$ cat config.mk
export PLATFORM = sky130hd
export DESIGN_NAME = ndg_guard
export DESIGN_NICKNAME = d
export VERILOG_FILES = /design/src/design/ndg_pkg.sv /design/src/design/ndg_pw_if.sv /design/src/design/ndg_guard.sv /design/src/design/ndg_pw_check.sv
export VERILOG_INCLUDE_DIRS = /design/src /design/src/design
export SDC_FILE = /design/constraint.sdc
export NUM_CORES = 1
export LEC_CHECK = 0
export BUFFER_PORTS_ARGS = -buffer_cell sky130_fd_sc_hd__buf_2
export CAP_MARGIN = 20
export CORE_ASPECT_RATIO = 1.4
export CORE_MARGIN = 10
export CORE_UTILIZATION = 44
export DETAILED_ROUTE_END_ITERATION = 12
export PLACE_DENSITY = 0.7
export SYNTH_ARGS = -nofsm -noshare
export SYNTH_HDL_FRONTEND = slang
export SYNTH_SLANG_ARGS = --single-unit
export TNS_END_PERCENT = 50
$ cat constraint.sdc
create_clock -name clk -period 4.2 [get_ports clk]
set_clock_uncertainty 0.15 [all_clocks]
set_input_delay 0.42 -clock clk [delete_from_list [all_inputs] [get_ports clk]]
set_output_delay 0.42 -clock clk [all_outputs]
set_load 0.02 [all_outputs]
$ cat src/design/ndg_consts.svh
`ifndef NDG_CONSTS_SVH
`define NDG_CONSTS_SVH

// register byte offsets
`define NDG_OFF_CMD     8'h00
`define NDG_OFF_STATUS  8'h04
`define NDG_OFF_COUNTER 8'h08
`define NDG_OFF_CNTCFG  8'h0C
`define NDG_OFF_PWD0    8'h10
`define NDG_OFF_PWD3    8'h1C
`define NDG_OFF_COND    8'h20

// command word fields
`define NDG_CMD_OP_MSB  3
`define NDG_CMD_WITHPW  4
`define NDG_CMD_ARG_LSB 8
`define NDG_CMD_ARG_MSB 15

// status words answered to the reader
`define NDG_SW_OK      16'h9000
`define NDG_SW_PROT    16'h6300
`define NDG_SW_FORBID  16'h6984
`define NDG_SW_NOFILE  16'h6A82
`define NDG_SW_DENIED  16'h6982
`define NDG_SW_LOCKED  16'h6985

// counter configuration byte
`define NDG_CFG_LOCK   7
`define NDG_CFG_EN     1
`define NDG_CFG_SEL    0
`define NDG_CFG_MASK   8'h83
`define NDG_CFG_RESET  8'h00

// access condition bytes
`define NDG_COND_OPEN  8'h00
`define NDG_COND_SHUT  8'hFF

`define NDG_FAIL_LIMIT 2'h3
`define NDG_PW_RESET   128'h0
`define NDG_CNT_RESET  20'h0_0000

`endif

$ cat src/design/ndg_pkg.sv
package ndg_pkg;

	typedef enum logic [1:0]
	{
		MODE_UNPROT = 2'b00,
		MODE_PROT   = 2'b01,
		MODE_FORBID = 2'b10
	} ndg_mode_t;

	typedef enum logic [1:0]
	{
		FILE_NONE = 2'b00,
		FILE_CC   = 2'b01,
		FILE_SYS  = 2'b10,
		FILE_NDEF = 2'b11
	} ndg_file_t;

	typedef enum logic [1:0]
	{
		REC_IDLE = 2'b00,
		REC_STBY = 2'b01,
		REC_ACT  = 2'b10,
		REC_APP  = 2'b11
	} ndg_rec_t;

	typedef enum logic [3:0]
	{
		OP_NOP       = 4'b0000,
		OP_FIELD_OFF = 4'b0001,
		OP_DESELECT  = 4'b0010,
		OP_ACTIVATE  = 4'b0011,
		OP_SEL_APP   = 4'b0100,
		OP_SEL_CC    = 4'b0101,
		OP_SEL_SYS   = 4'b0110,
		OP_SEL_NDEF  = 4'b0111,
		OP_VERIFY_RD = 4'b1000,
		OP_VERIFY_WR = 4'b1001,
		OP_READ_EVT  = 4'b1010,
		OP_WRITE_EVT = 4'b1011,
		OP_SET_RD    = 4'b1100,
		OP_SET_WR    = 4'b1101,
		OP_WRITE_CFG = 4'b1110,
		OP_CHANGE_PW = 4'b1111
	} ndg_op_t;

endpackage

$ cat src/design/ndg_pw_if.sv
`timescale 1ns/1ns
interface ndg_pw_if;
	logic         load;
	logic [127:0] new_pw;
	logic         present;
	logic [127:0] cand;
	logic         revoke;
	logic         recover;
	logic         ok;
	logic         fail;
	logic         granted;
	logic         locked;

	modport chk (input load, new_pw, present, cand, revoke, recover,
		output ok, fail, granted, locked);
	modport gd (output load, new_pw, present, cand, revoke, recover,
		input ok, fail, granted, locked);
endinterface

$ cat src/design/ndg_guard.sv
// Functional notes
// (RQ1) Two 128-bit passwords: one for reading, one for writing and mode changes.
// (RQ2) Reader presents read password before reading a read-protected message file.
// (RQ3) Reader presents write password before writing or changing protection modes.
// (RQ4) Verify with capability, system or no file selected answers an error.
// (RQ5) Query 0x0001 without password reports read mode: 9000, 6300 or 6984.
// (RQ6) Query 0x0002 without password reports write mode with the same words.
// (RQ7) Both protection modes start unprotected.
// (RQ8) Forbidden mode is permanent and never grants access.
// (RQ9) Read access condition byte always reads 0x00.
// (RQ10) Write condition byte reads 0x00 unprotected, 0xFF otherwise.
// (RQ11) Protected access granted from first correct password until revoked.
// (RQ12) Field loss, deselect, app, capability or system select, wrong password revoke.
// (RQ13) Three failures lock a password until standby, activation, app and file select.
// (RQ14) A 20-bit counter counts either read or write events.
// (RQ15) Counter updates are tearing-safe.
// (RQ16) Counter value is readable by anyone.
// (RQ17) Counter increments once on first configured event after app select.
// (RQ18) Disabling clears the counter; nothing else but increments changes it.
// (RQ19) Configuration byte enables, selects event type and can lock itself.
// (RQ20) Config bits: b7 lock, b1 enable, b0 event (0 read, 1 write).
// (RQ21) Once the lock bit is set, later changes to the byte are rejected.
// (RQ22) Each password keeps a failure tally cleared on success or recovery.
//
// The address map and the APB slave port were left to the implementer.
`timescale 1ns/1ns
`include "ndg_consts.svh"
module ndg_guard
	import ndg_pkg::*;
(
	input  wire logic        clk,
	input  wire logic        reset,
	input  wire logic        psel,
	input  wire logic        penable,
	input  wire logic        pwrite,
	input  wire logic [7:0]  paddr,
	input  wire logic [31:0] pwdata,
	output logic      [31:0] prdata,
	output logic             pready,
	output logic             pslverr
);
	ndg_pw_if rd_if ();
	ndg_pw_if wr_if ();

	ndg_pw_check u_rd_check
	(
		.clk   (clk),
		.reset (reset),
		.pw    (rd_if)
	);

	ndg_pw_check u_wr_check
	(
		.clk   (clk),
		.reset (reset),
		.pw    (wr_if)
	);

	logic [31:0] pwd [4];
	logic [15:0] sw;
	logic [15:0] next_sw;
	ndg_mode_t   rd_mode;
	ndg_mode_t   wr_mode;
	ndg_file_t   file_sel;
	ndg_rec_t    rec;
	logic [7:0]  cnt_cfg;
	logic [19:0] slot0;
	logic [19:0] slot1;
	logic        act;
	logic        pend;
	logic        armed;

	logic        mapped;
	logic        cmd_go;
	ndg_op_t     op;
	logic        with_pw;
	logic [7:0]  arg;
	logic        in_ndef;
	logic        rd_allow;
	logic        wr_allow;
	logic        bump;
	logic        cfg_take;
	logic        mode_take;
	logic [19:0] cnt_val;
	logic [7:0]  rd_cond;
	logic [7:0]  wr_cond;
	logic        rec_done;

	assign mapped = (paddr == `NDG_OFF_CMD) || (paddr == `NDG_OFF_STATUS)
		|| (paddr == `NDG_OFF_COUNTER) || (paddr == `NDG_OFF_CNTCFG)
		|| (paddr == `NDG_OFF_COND)
		|| ((paddr >= `NDG_OFF_PWD0) && (paddr <= `NDG_OFF_PWD3) && (paddr[1:0] == 2'h0));
	assign pready  = 1'b1;
	assign pslverr = psel && penable && !mapped;

	assign cmd_go  = psel && penable && pwrite && (paddr == `NDG_OFF_CMD);
	assign op      = ndg_op_t'(pwdata[`NDG_CMD_OP_MSB:0]);
	assign with_pw = pwdata[`NDG_CMD_WITHPW];
	assign arg     = pwdata[`NDG_CMD_ARG_MSB:`NDG_CMD_ARG_LSB];
	assign in_ndef = (file_sel == FILE_NDEF);

	// forbidden never grants, whatever the checker holds
	assign rd_allow = (rd_mode == MODE_UNPROT) || ((rd_mode == MODE_PROT) && rd_if.granted); // RQ8
	assign wr_allow = (wr_mode == MODE_UNPROT) || ((wr_mode == MODE_PROT) && wr_if.granted); // RQ8

	assign cnt_val = act ? slot1 : slot0;
	assign rd_cond = `NDG_COND_OPEN; // RQ9
	assign wr_cond = (wr_mode == MODE_UNPROT) ? `NDG_COND_OPEN : `NDG_COND_SHUT; // RQ10

	assign rd_if.cand    = {pwd[3], pwd[2], pwd[1], pwd[0]};
	assign wr_if.cand    = {pwd[3], pwd[2], pwd[1], pwd[0]};
	assign rd_if.new_pw  = {pwd[3], pwd[2], pwd[1], pwd[0]};
	assign wr_if.new_pw  = {pwd[3], pwd[2], pwd[1], pwd[0]};
	assign rd_if.present = cmd_go && (op == OP_VERIFY_RD) && with_pw && in_ndef
		&& (rd_mode != MODE_FORBID); // RQ4
	assign wr_if.present = cmd_go && (op == OP_VERIFY_WR) && with_pw && in_ndef
		&& (wr_mode != MODE_FORBID); // RQ4
	// password change needs write access, like a mode change
	assign rd_if.load = cmd_go && (op == OP_CHANGE_PW) && in_ndef && wr_allow && !arg[0]; // RQ3
	assign wr_if.load = cmd_go && (op == OP_CHANGE_PW) && in_ndef && wr_allow && arg[0]; // RQ3
	assign rd_if.revoke = cmd_go && ((op == OP_FIELD_OFF) || (op == OP_DESELECT)
		|| (op == OP_SEL_APP) || (op == OP_SEL_CC) || (op == OP_SEL_SYS)); // RQ12
	assign wr_if.revoke = rd_if.revoke; // RQ12
	assign rec_done     = cmd_go && (op == OP_SEL_NDEF) && (rec == REC_APP);
	assign rd_if.recover = rec_done; // RQ13
	assign wr_if.recover = rec_done; // RQ13

	assign mode_take = cmd_go && ((op == OP_SET_RD) || (op == OP_SET_WR)) && in_ndef
		&& wr_allow && (arg[1:0] != 2'b11)
		&& !((op == OP_SET_RD) ? (rd_mode == MODE_FORBID) : (wr_mode == MODE_FORBID)); // RQ3
	assign cfg_take  = cmd_go && (op == OP_WRITE_CFG) && (file_sel == FILE_SYS)
		&& !cnt_cfg[`NDG_CFG_LOCK]; // RQ21
	assign bump = cmd_go && armed && cnt_cfg[`NDG_CFG_EN] && in_ndef && !pend
		&& (((op == OP_READ_EVT) && !cnt_cfg[`NDG_CFG_SEL] && rd_allow)
		|| ((op == OP_WRITE_EVT) && cnt_cfg[`NDG_CFG_SEL] && wr_allow)); // RQ17

	always_ff @(posedge clk)
	begin
		if (reset)
		begin
			for (int i = 0; i < 4; i++)
				pwd[i] <= 32'h0000_0000;
		end
		else if (psel && penable && pwrite && (paddr >= `NDG_OFF_PWD0)
			&& (paddr <= `NDG_OFF_PWD3) && (paddr[1:0] == 2'h0))
			pwd[paddr[3:2]] <= pwdata;
	end

	always_ff @(posedge clk)
	begin
		if (reset)
			prdata <= 32'h0000_0000;
		else if (psel && !penable)
		begin
			case (paddr)
				`NDG_OFF_STATUS:  prdata <= {8'h00, rd_if.locked, wr_if.locked,
					wr_allow, rd_allow, wr_mode, rd_mode, sw};
				`NDG_OFF_COUNTER: prdata <= {12'h000, cnt_val}; // RQ16
				`NDG_OFF_CNTCFG:  prdata <= {24'h00_0000, cnt_cfg};
				`NDG_OFF_COND:    prdata <= {16'h0000, wr_cond, rd_cond};
				default:          prdata <= 32'h0000_0000;
			endcase
		end
	end

	always_comb
	begin
		next_sw = sw;
		if (cmd_go)
		begin
			case (op)
				OP_VERIFY_RD, OP_VERIFY_WR:
				begin
					if (!in_ndef)
						next_sw = `NDG_SW_NOFILE; // RQ4
					else if (((op == OP_VERIFY_RD) ? rd_mode : wr_mode) == MODE_FORBID)
						next_sw = `NDG_SW_FORBID; // RQ8
					else if (!with_pw)
						next_sw = ((((op == OP_VERIFY_RD) ? rd_mode : wr_mode) == MODE_UNPROT)
							? `NDG_SW_OK : `NDG_SW_PROT); // RQ5 RQ6
					else
						next_sw = (rd_if.ok || wr_if.ok) ? `NDG_SW_OK : `NDG_SW_PROT;
				end
				OP_READ_EVT:
					next_sw = !in_ndef ? `NDG_SW_NOFILE : (rd_allow ? `NDG_SW_OK : `NDG_SW_DENIED);
				OP_WRITE_EVT:
					next_sw = !in_ndef ? `NDG_SW_NOFILE : (wr_allow ? `NDG_SW_OK : `NDG_SW_DENIED);
				OP_SET_RD, OP_SET_WR, OP_CHANGE_PW:
					next_sw = (mode_take || rd_if.load || wr_if.load) ? `NDG_SW_OK
						: `NDG_SW_DENIED;
				OP_WRITE_CFG:
					next_sw = (file_sel != FILE_SYS) ? `NDG_SW_NOFILE
						: (cfg_take ? `NDG_SW_OK : `NDG_SW_LOCKED); // RQ21
				default:
					next_sw = `NDG_SW_OK;
			endcase
		end
	end

	always_ff @(posedge clk)
	begin
		if (reset)
			sw <= `NDG_SW_OK;
		else
			sw <= next_sw;
	end

	always_ff @(posedge clk)
	begin
		if (reset)
		begin
			rd_mode <= MODE_UNPROT; // RQ7
			wr_mode <= MODE_UNPROT; // RQ7
		end
		else if (mode_take && (op == OP_SET_RD))
			rd_mode <= ndg_mode_t'(arg[1:0]); // RQ3
		else if (mode_take)
			wr_mode <= ndg_mode_t'(arg[1:0]); // RQ3
	end

	always_ff @(posedge clk)
	begin
		if (reset)
			file_sel <= FILE_NONE;
		else if (cmd_go)
		begin
			case (op)
				OP_FIELD_OFF, OP_DESELECT, OP_SEL_APP: file_sel <= FILE_NONE;
				OP_SEL_CC:   file_sel <= FILE_CC;
				OP_SEL_SYS:  file_sel <= FILE_SYS;
				OP_SEL_NDEF: file_sel <= FILE_NDEF;
				default:     file_sel <= file_sel;
			endcase
		end
	end

	// standby, activation, app select, then message-file select
	always_ff @(posedge clk)
	begin
		if (reset)
			rec <= REC_IDLE;
		else if (cmd_go)
		begin
			case (rec)
				REC_IDLE: if ((op == OP_FIELD_OFF) || (op == OP_DESELECT)) rec <= REC_STBY;
				REC_STBY: if (op == OP_ACTIVATE) rec <= REC_ACT; // RQ13
				REC_ACT:  if (op == OP_SEL_APP) rec <= REC_APP; // RQ13
				REC_APP:  if (op == OP_SEL_NDEF) rec <= REC_IDLE; // RQ13
				default:  rec <= REC_IDLE;
			endcase
		end
	end

	always_ff @(posedge clk)
	begin
		if (reset)
			cnt_cfg <= `NDG_CFG_RESET;
		else if (cfg_take)
			cnt_cfg <= arg & `NDG_CFG_MASK; // RQ19 RQ20
	end

	always_ff @(posedge clk)
	begin
		if (reset)
			armed <= 1'b0;
		else if (cmd_go && (op == OP_SEL_APP))
			armed <= 1'b1; // RQ17
		else if (bump)
			armed <= 1'b0; // RQ17
	end

	// new value lands in the idle slot, then the pointer flips: a torn
	// update leaves the old slot selected
	always_ff @(posedge clk)
	begin
		if (reset)
		begin
			slot0 <= `NDG_CNT_RESET;
			slot1 <= `NDG_CNT_RESET;
			act   <= 1'b0;
			pend  <= 1'b0;
		end
		else if (cfg_take && !arg[`NDG_CFG_EN])
		begin
			slot0 <= `NDG_CNT_RESET; // RQ18
			slot1 <= `NDG_CNT_RESET; // RQ18
			pend  <= 1'b0;
		end
		else if (bump)
		begin
			if (act)
				slot0 <= cnt_val + 20'h0_0001; // RQ14 RQ15
			else
				slot1 <= cnt_val + 20'h0_0001; // RQ14 RQ15
			pend <= 1'b1;
		end
		else if (pend)
		begin
			act  <= ~act; // RQ15
			pend <= 1'b0;
		end
	end

	rd_cond_zero_a: assert property (@(posedge clk) disable iff (reset) // RQ9
		rd_cond == 8'h00)
		else $error("read condition byte not zero");

	wr_cond_map_a: assert property (@(posedge clk) disable iff (reset) // RQ10
		wr_cond == ((wr_mode == MODE_UNPROT) ? 8'h00 : 8'hFF))
		else $error("write condition byte wrong for mode");

	forbid_sticky_a: assert property (@(posedge clk) disable iff (reset) // RQ8
		(rd_mode == MODE_FORBID) |=> (rd_mode == MODE_FORBID) && !rd_allow)
		else $error("forbidden read mode left");

	verify_nofile_a: assert property (@(posedge clk) disable iff (reset) // RQ4
		cmd_go && ((op == OP_VERIFY_RD) || (op == OP_VERIFY_WR)) && !in_ndef
		|=> sw == 16'h6A82)
		else $error("verify outside message file not refused");

	query_rd_a: assert property (@(posedge clk) disable iff (reset) // RQ5
		cmd_go && (op == OP_VERIFY_RD) && !with_pw && in_ndef && (rd_mode == MODE_PROT)
		|=> sw == 16'h6300)
		else $error("protected read query answered wrong");

	revoke_all_a: assert property (@(posedge clk) disable iff (reset) // RQ12
		rd_if.revoke |=> !rd_if.granted && !wr_if.granted)
		else $error("access survived a revoking event");

	cnt_stable_a: assert property (@(posedge clk) disable iff (reset) // RQ18
		!bump && !cfg_take && !pend |=> cnt_val == $past(cnt_val))
		else $error("counter moved without cause");

	cnt_once_a: assert property (@(posedge clk) disable iff (reset) // RQ17
		bump |=> !armed ##1 (cnt_val == $past(cnt_val, 2) + 20'h0_0001))
		else $error("counter increment wrong");

	cfg_lock_a: assert property (@(posedge clk) disable iff (reset) // RQ21
		cnt_cfg[7] |=> cnt_cfg == $past(cnt_cfg))
		else $error("locked configuration changed");
endmodule

$ cat src/design/ndg_pw_check.sv
`timescale 1ns/1ns
`include "ndg_consts.svh"
module ndg_pw_check
	import ndg_pkg::*;
(
	input wire logic clk,
	input wire logic reset,
	ndg_pw_if.chk    pw
);
	logic [127:0] secret;
	logic [1:0]   tally;

	assign pw.locked = (tally == `NDG_FAIL_LIMIT); // RQ13
	assign pw.ok     = pw.present && !pw.locked && (pw.cand == secret); // RQ13
	assign pw.fail   = pw.present && !pw.ok;

	always_ff @(posedge clk)
	begin
		if (reset)
			secret <= `NDG_PW_RESET;
		else if (pw.load)
			secret <= pw.new_pw; // RQ1
	end

	always_ff @(posedge clk)
	begin
		if (reset)
			tally <= 2'h0;
		else if (pw.recover || pw.ok)
			tally <= 2'h0; // RQ22
		else if (pw.fail && !pw.locked)
			tally <= tally + 2'h1; // RQ22
	end

	always_ff @(posedge clk)
	begin
		if (reset)
			pw.granted <= 1'b0;
		else if (pw.fail || pw.revoke)
			pw.granted <= 1'b0; // RQ12
		else if (pw.ok)
			pw.granted <= 1'b1; // RQ11
	end

	lockout_refuse_a: assert property (@(posedge clk) disable iff (reset) // RQ13
		pw.locked && pw.present |-> !pw.ok ##1 !pw.granted)
		else $error("locked password was accepted");

	tally_count_a: assert property (@(posedge clk) disable iff (reset) // RQ22
		pw.fail && !pw.locked && !pw.recover |=> tally == $past(tally) + 2'h1)
		else $error("failure tally did not advance");
endmodule

Word level (Yosys, flattened, before mapping)
Memory sizes are Yosys's and may differ from the RTL's.
Cells that the tools add are included.

storage, ports and cells
  memories kept = 1
  word-level logic and storage cells = 215
  register bits after elaboration = 364
  RAM bits = 128
  input bits = 45
  output and inout port bits = 34

memories
  name  words  width  rd ports  clocked after Yosys merged registers in  write ports  line             RTL
  pwd   4      32     4         0                                        4            ndg_guard.sv:59  logic [31:0] pwd [4];

operators by class
  add/sub/neg operators = 3
  bitwise gates (word level) = 4
  order comparisons = 2
  reduce and logical (&&, ||, !) cells = 111
  equality and inequality tests = 41
  mux-type cells = 35

operator list
  cell                                           count
  == test 128 bit                                2
  2-to-1 mux 16 bit                              12
  case mux 24 bit (4 select lines)               1
  case mux 16 bit (5 select lines)               1
  logical AND 1 bit                              56
  == test 4 bit, second input constant           8
  2-to-1 mux 32 bit                              1
  OR reduction 32 bit                            1
  adder 20 x 1 -> 20 bit, second input constant  1
  logical OR 1 bit                               20
  2-to-1 mux 20 bit                              1
  == test 2 bit, second input constant           9
  == test 4 x 3 -> 1 bit, second input constant  4
  == test 8 x 4 -> 1 bit, second input constant  2
  case mux 2 bit (4 select lines)                2
  inequality test 2 bit, second input constant   7
  zero test 1 bit                                12
  2-to-1 mux 2 bit                               6
  OR reduction 2 bit                             6
  zero test 2 bit                                5
  2-to-1 mux 1 bit                               10
  == test 4 x 2 -> 1 bit, second input constant  2
  == test 8 x 3 -> 1 bit, second input constant  1
  == test 8 x 6 -> 1 bit, second input constant  1
  other kinds (15)                               25

Longest topological paths before layout
  depth in word-level cells = 15
  depth in mapped cells = 12
  gate-level depth less buffers = 8

By module
Synthesis repeated with hierarchy kept, for this count alone.

unflattened totals
  cells, all modules = 2192
  area, all modules = 22205.0 sq um

by module, submodules not included
  module        sequential area each (sq um)  times used  cells each  area each (sq um)
  ndg_pw_check  2622.5                        2           636         6144.6
  ndg_guard     5565.3                        1           920         9915.8

Worst setup path before layout
Ideal clock, no wire load.

  path kind = in2reg
  start = input paddr[1]
  end = register slot0[11]
  data required time = 3.918 ns
  path buffers = 5
  cell stages on the path = 12
  setup time = 0.132 ns
  arrival time = 2.901 ns
  path slack = 1.017 ns
  cell sequence = or4_4 buf_6 nand2b_4 or3_1 buf_6 or4_4 buf_6 or2_1 buf_6 buf_6 nand2_2 a21oi_1

on the way
  cells in the longest elaborated chain, start to end = 8
  elaborated cells on any way between the ends = 13
  classes of those cells = 13 x reduce/logical

ends and longest elaborated chain
  what                                  line              RTL
  start: declaration                    ndg_guard.sv:36   input wire logic [7:0] paddr,
  zero test 8 bit (no source line) (*)  -
  logical AND 1 bit (*)                 ndg_guard.sv:96   assign cmd_go = psel && penable && pwrite && (paddr == `NDG_OFF_CMD);
  logical AND 1 bit (5 in a row)        ndg_guard.sv:133  assign bump = cmd_go && armed && cnt_cfg[`NDG_CFG_EN] && in_ndef && !pend
  AND reduction 2 bit (no source line)  -
  end signal: assignment                ndg_guard.sv:278  slot0 <= `NDG_CNT_RESET;
  end signal: assignment                ndg_guard.sv:285  slot0 <= `NDG_CNT_RESET;
  end signal: assignment                ndg_guard.sv:292  slot0 <= cnt_val + 20'h0_0001;
  end: declaration                      ndg_guard.sv:67   logic [19:0] slot0;

Every way passes the cells marked *; elsewhere a longest branch is shown, timed or not.
A chain may end at the register's enable or synchronous reset.

Final worst setup path
  start = register file_sel[0]
  end = register u_wr_check.secret[64] (read register of pwd)

on the way
  cells in the longest elaborated chain, start to end = 4

ends and longest elaborated chain
  what                            line                RTL
  start: declaration              ndg_guard.sv:64     ndg_file_t file_sel;
  start signal: assignment        ndg_guard.sv:232    default: file_sel <= file_sel;
  == test 2 bit                   ndg_guard.sv:100    assign in_ndef = (file_sel == FILE_NDEF);
  logical AND 1 bit (3 in a row)  ndg_guard.sv:120    assign wr_if.load = cmd_go && (op == OP_CHANGE_PW) && in_ndef && wr_allow && arg[0];
  end: declaration                ndg_pw_check.sv:10  logic [127:0] secret;

Every way passes these cells.

==> impl_results.md <==
- Status: finished, final reports clean
- Max Slew Vio Count: 0
- ANT nets after route: 0
- Clk sinks: 476
- Mapped Cells: approximately 2500
- Synth unique cells: 71
- Num ports: between 70 and 80
- Max-slew headroom: 0.339
- Post-CTS Setup Inserts: 0
- CP delay by family, top: simple AND/OR/NAND/NOR gates
- CP max stage delay: ~0.77 ns
- Initial core utilization: 0.445
- Final setup TNS: 0 ns
- Most frequent cells in the layout: nand2_1 (651), dfxtp_1 (348), a21oi_1 (323)
- Register area: 10800 um^2
- P_sw: 2.22 mW
- Cts repair resizes: 0
- Dominant synthesized flop cell: dfxtp_1
- Avg Cell Area, Syn: between 8 and 9 um^2
- Post-DP HPWL: 51000 um
- FMAX: 304 MHz
- Gpl congestion: 0.996
- Vias in the first global route: 17900
- Clock Pin Slew Worst Setup and Hold Paths: approximately 0.06 ns
- Share of layout cells above drive strength 1: 0.0824
- Yosys Warn Count: 0
- Top Usage Layer GRT: met2
- Die ar.: roughly 58000 um^2
- Final WL: 72300 um
- Internal cell power: about 7.5 mW
- Power Density: 404 nW/um^2
- Crit Path Class: register to register
- CP cell instances: nand2_1 > a2111oi_0 > nand2_1 > nor2_1 > and2_4 > buf_12 > nand2_1 > a21oi_1
- Worst EP required: 4.54 ns
- WL/cell: 22.7 um
- Iteration-0 DRC Markers: 1651
- Max cap viols: 0
- Cell mode on critical path: nand2_1
- # diodes: 0
- DIE WIDTH: 206 um
- Worst Tran Pin Value: 0.991 ns
- Initial DRT Pass Iterations: 6
- CTS buffer count: 47
- GRT Total Usage: 0.245
- Maximum vdd drop: ~0.4 mV
- Clk network pwr share: 0.454
- Crit-path slowest cell: a2111oi_0
- Fin crit period: 3.29 ns
- Crit-path max FO: 40
- CP Buf/Inv Count: 1
- HP Class: input pin to register
- M3 GR Usage: 0.0287
- First-pass GRT wire length: 108000 um
- Row count: 95
- Post-synth EDFFs: 128
- Via count: 18100
- Multi-input logic area: ~9600 um^2
- GR met2 Demand/Resource: 0.431
- GRT met1 Usage: 0.268
- Drt drc: 0
- CP arrival: 3.63 ns
- Pin count of the biggest net entering global routing: ~130
- Area added between synthesis and finish: 12.1%
- Fill cell count: about 4500
- CTS tree: built
- Port Buffer Count: 69
- Leading cell type in the layout, fill and taps excluded: nand2_1
- Die Span Y: 281 um
- Final Cycle Share: 0.784
- Max H-tree Level: 2
- Non-Filler Instances: about 3200
- Core area: 48100 um^2
- Final hold vios: 0
- Initial antenna violation count: 0
- Leak pwr: about 8.3 nW
- Switch share: 0.229
- Final nets: ~2600
- RSZ-0062 raised after global routing: false
- Async SR Flop Fraction: 0
- Clk root buf: clkbuf_16
- Logic pwr share: 0.041
- Sequential fraction of the synthesis area: 0.505
- GR Overflow Total: 0
- Mapped Area: 21400 um^2
- CP endpoint kind: register
- Cell count after placement: 3107
- Endpoints failing setup: 0
- Number of vias per cell: 5.67
- Post-CTS Hold Fix Bufs: 0
- Clk_lat worst skew: around 0.58 ns
- Finished Core Util: 0.499
- Worst Setup Start Kind: register
- Sequential Power Share: 0.505
- Synthesized flop and latch total: roughly 480
- Maximum clock path buffer count: 3
- Total power: 9.69 mW
final timing paths:
path / start / slack (ns) / depth (start not counted) / endpoint
max reg2reg: file_sel[0] / 0.91 / 8 / u_wr_check.secret[64]
min: pwdata[15] / 0.03 / 3 / cnt_cfg[7]
min reg2reg: slot0[7] / 0.30 / 2 / slot0[7]
max: file_sel[0] / 0.91 / 8 / u_wr_check.secret[64]
metal layers:
metal | up-vias | wire [um]
met5 | - | 0
met4 | 0 | 5460
met1 | 8726 | 26000
li1 | 8456 | -
met2 | 715 | 36800
met3 | 205 | 4040
flip-flops by register name (all words and copies together), names as in the netlist:
signal and flops:
act 1, armed 1, cnt_cfg 3, file_sel 2, pend 1, prdata 24
pwd 128, rd_mode 2, rec 2, slot0 20, slot1 20, sw 8
u_rd_check.pw.granted 1, u_rd_check.secret 128, u_rd_check.tally 2, u_wr_check.pw.granted 1, u_wr_check.secret 128, u_wr_check.tally 2
wr_mode 2
synthesized netlist by cell type, types with 22 or more instances:
master / count / area, um^2
o21ai_0: 23 / 115
xor2_1: 84 / 736
o22ai_1: 22 / 138
nand2_1: 652 / 2450
nor2b_1: 44 / 275
mux2i_1: 22 / 220
nand4_1: 28 / 175
a21oi_1: 323 / 1620
inv_1: 104 / 390
nor2_1: 151 / 567
xnor2_1: 84 / 736
clkbuf_1: 117 / 439
nor3_1: 27 / 135
dfxtp_1: 348 / 6970
nand2b_1: 65 / 407
edfxtp_1: 128 / 3840
nor4_1: 34 / 213
per-stage QoR:
step	hold slack (ns)	setup WS [ns]	instance area (um^2)
CTS	0.0170	0.909	24000
global placement	0.289	0.675	22400
floorplan	0.281	1.02	21400
detailed placement	0.296	0.603	22400
finish	0.0298	0.906	24000
global route	0.0719	0.754	24000
area by class of cell:
cell class | instances | share of cell area
repair buffers | 110 | 0.0337
flip-flops and latches | 476 | 0.450
inverters | 104 | 0.0163
clock inverters | 12 | 0.00730
clock buffers | 72 | 0.0593
well taps | 630 | 0.0328
multi-input cells | 1788 | 0.400
cells by family after synthesis:
| kind of cell | share of synthesized area |
|---|---|
| buffers and inverters | 0.0496 |
| other | 0.000351 |
| multiplexers | 0.0140 |
| flip-flops | 0.505 |
| AO/OA/AOI/OAI | 0.135 |
| XOR/XNOR | 0.0687 |
| AND/OR/NAND/NOR | 0.223 |
| adder cells (fa/ha/maj) | 0.00467 |
power by group through the flow:
stage	clock, mW	combinational (mW)	sequential, mW
after global routing	4.61	0.417	4.90
after global placement	0	0.385	4.99
after CTS	4.44	0.387	4.89
after detailed placement	0	0.385	4.99
final	4.40	0.395	4.89
after floorplan	0	0.233	4.94
worst min-delay path: stages:
cell     delay (ns)
buf_2          0.13
a31oi_1        0.08
nor2_1         0.08
Note: power is estimated with default switching activity, not from simulation.
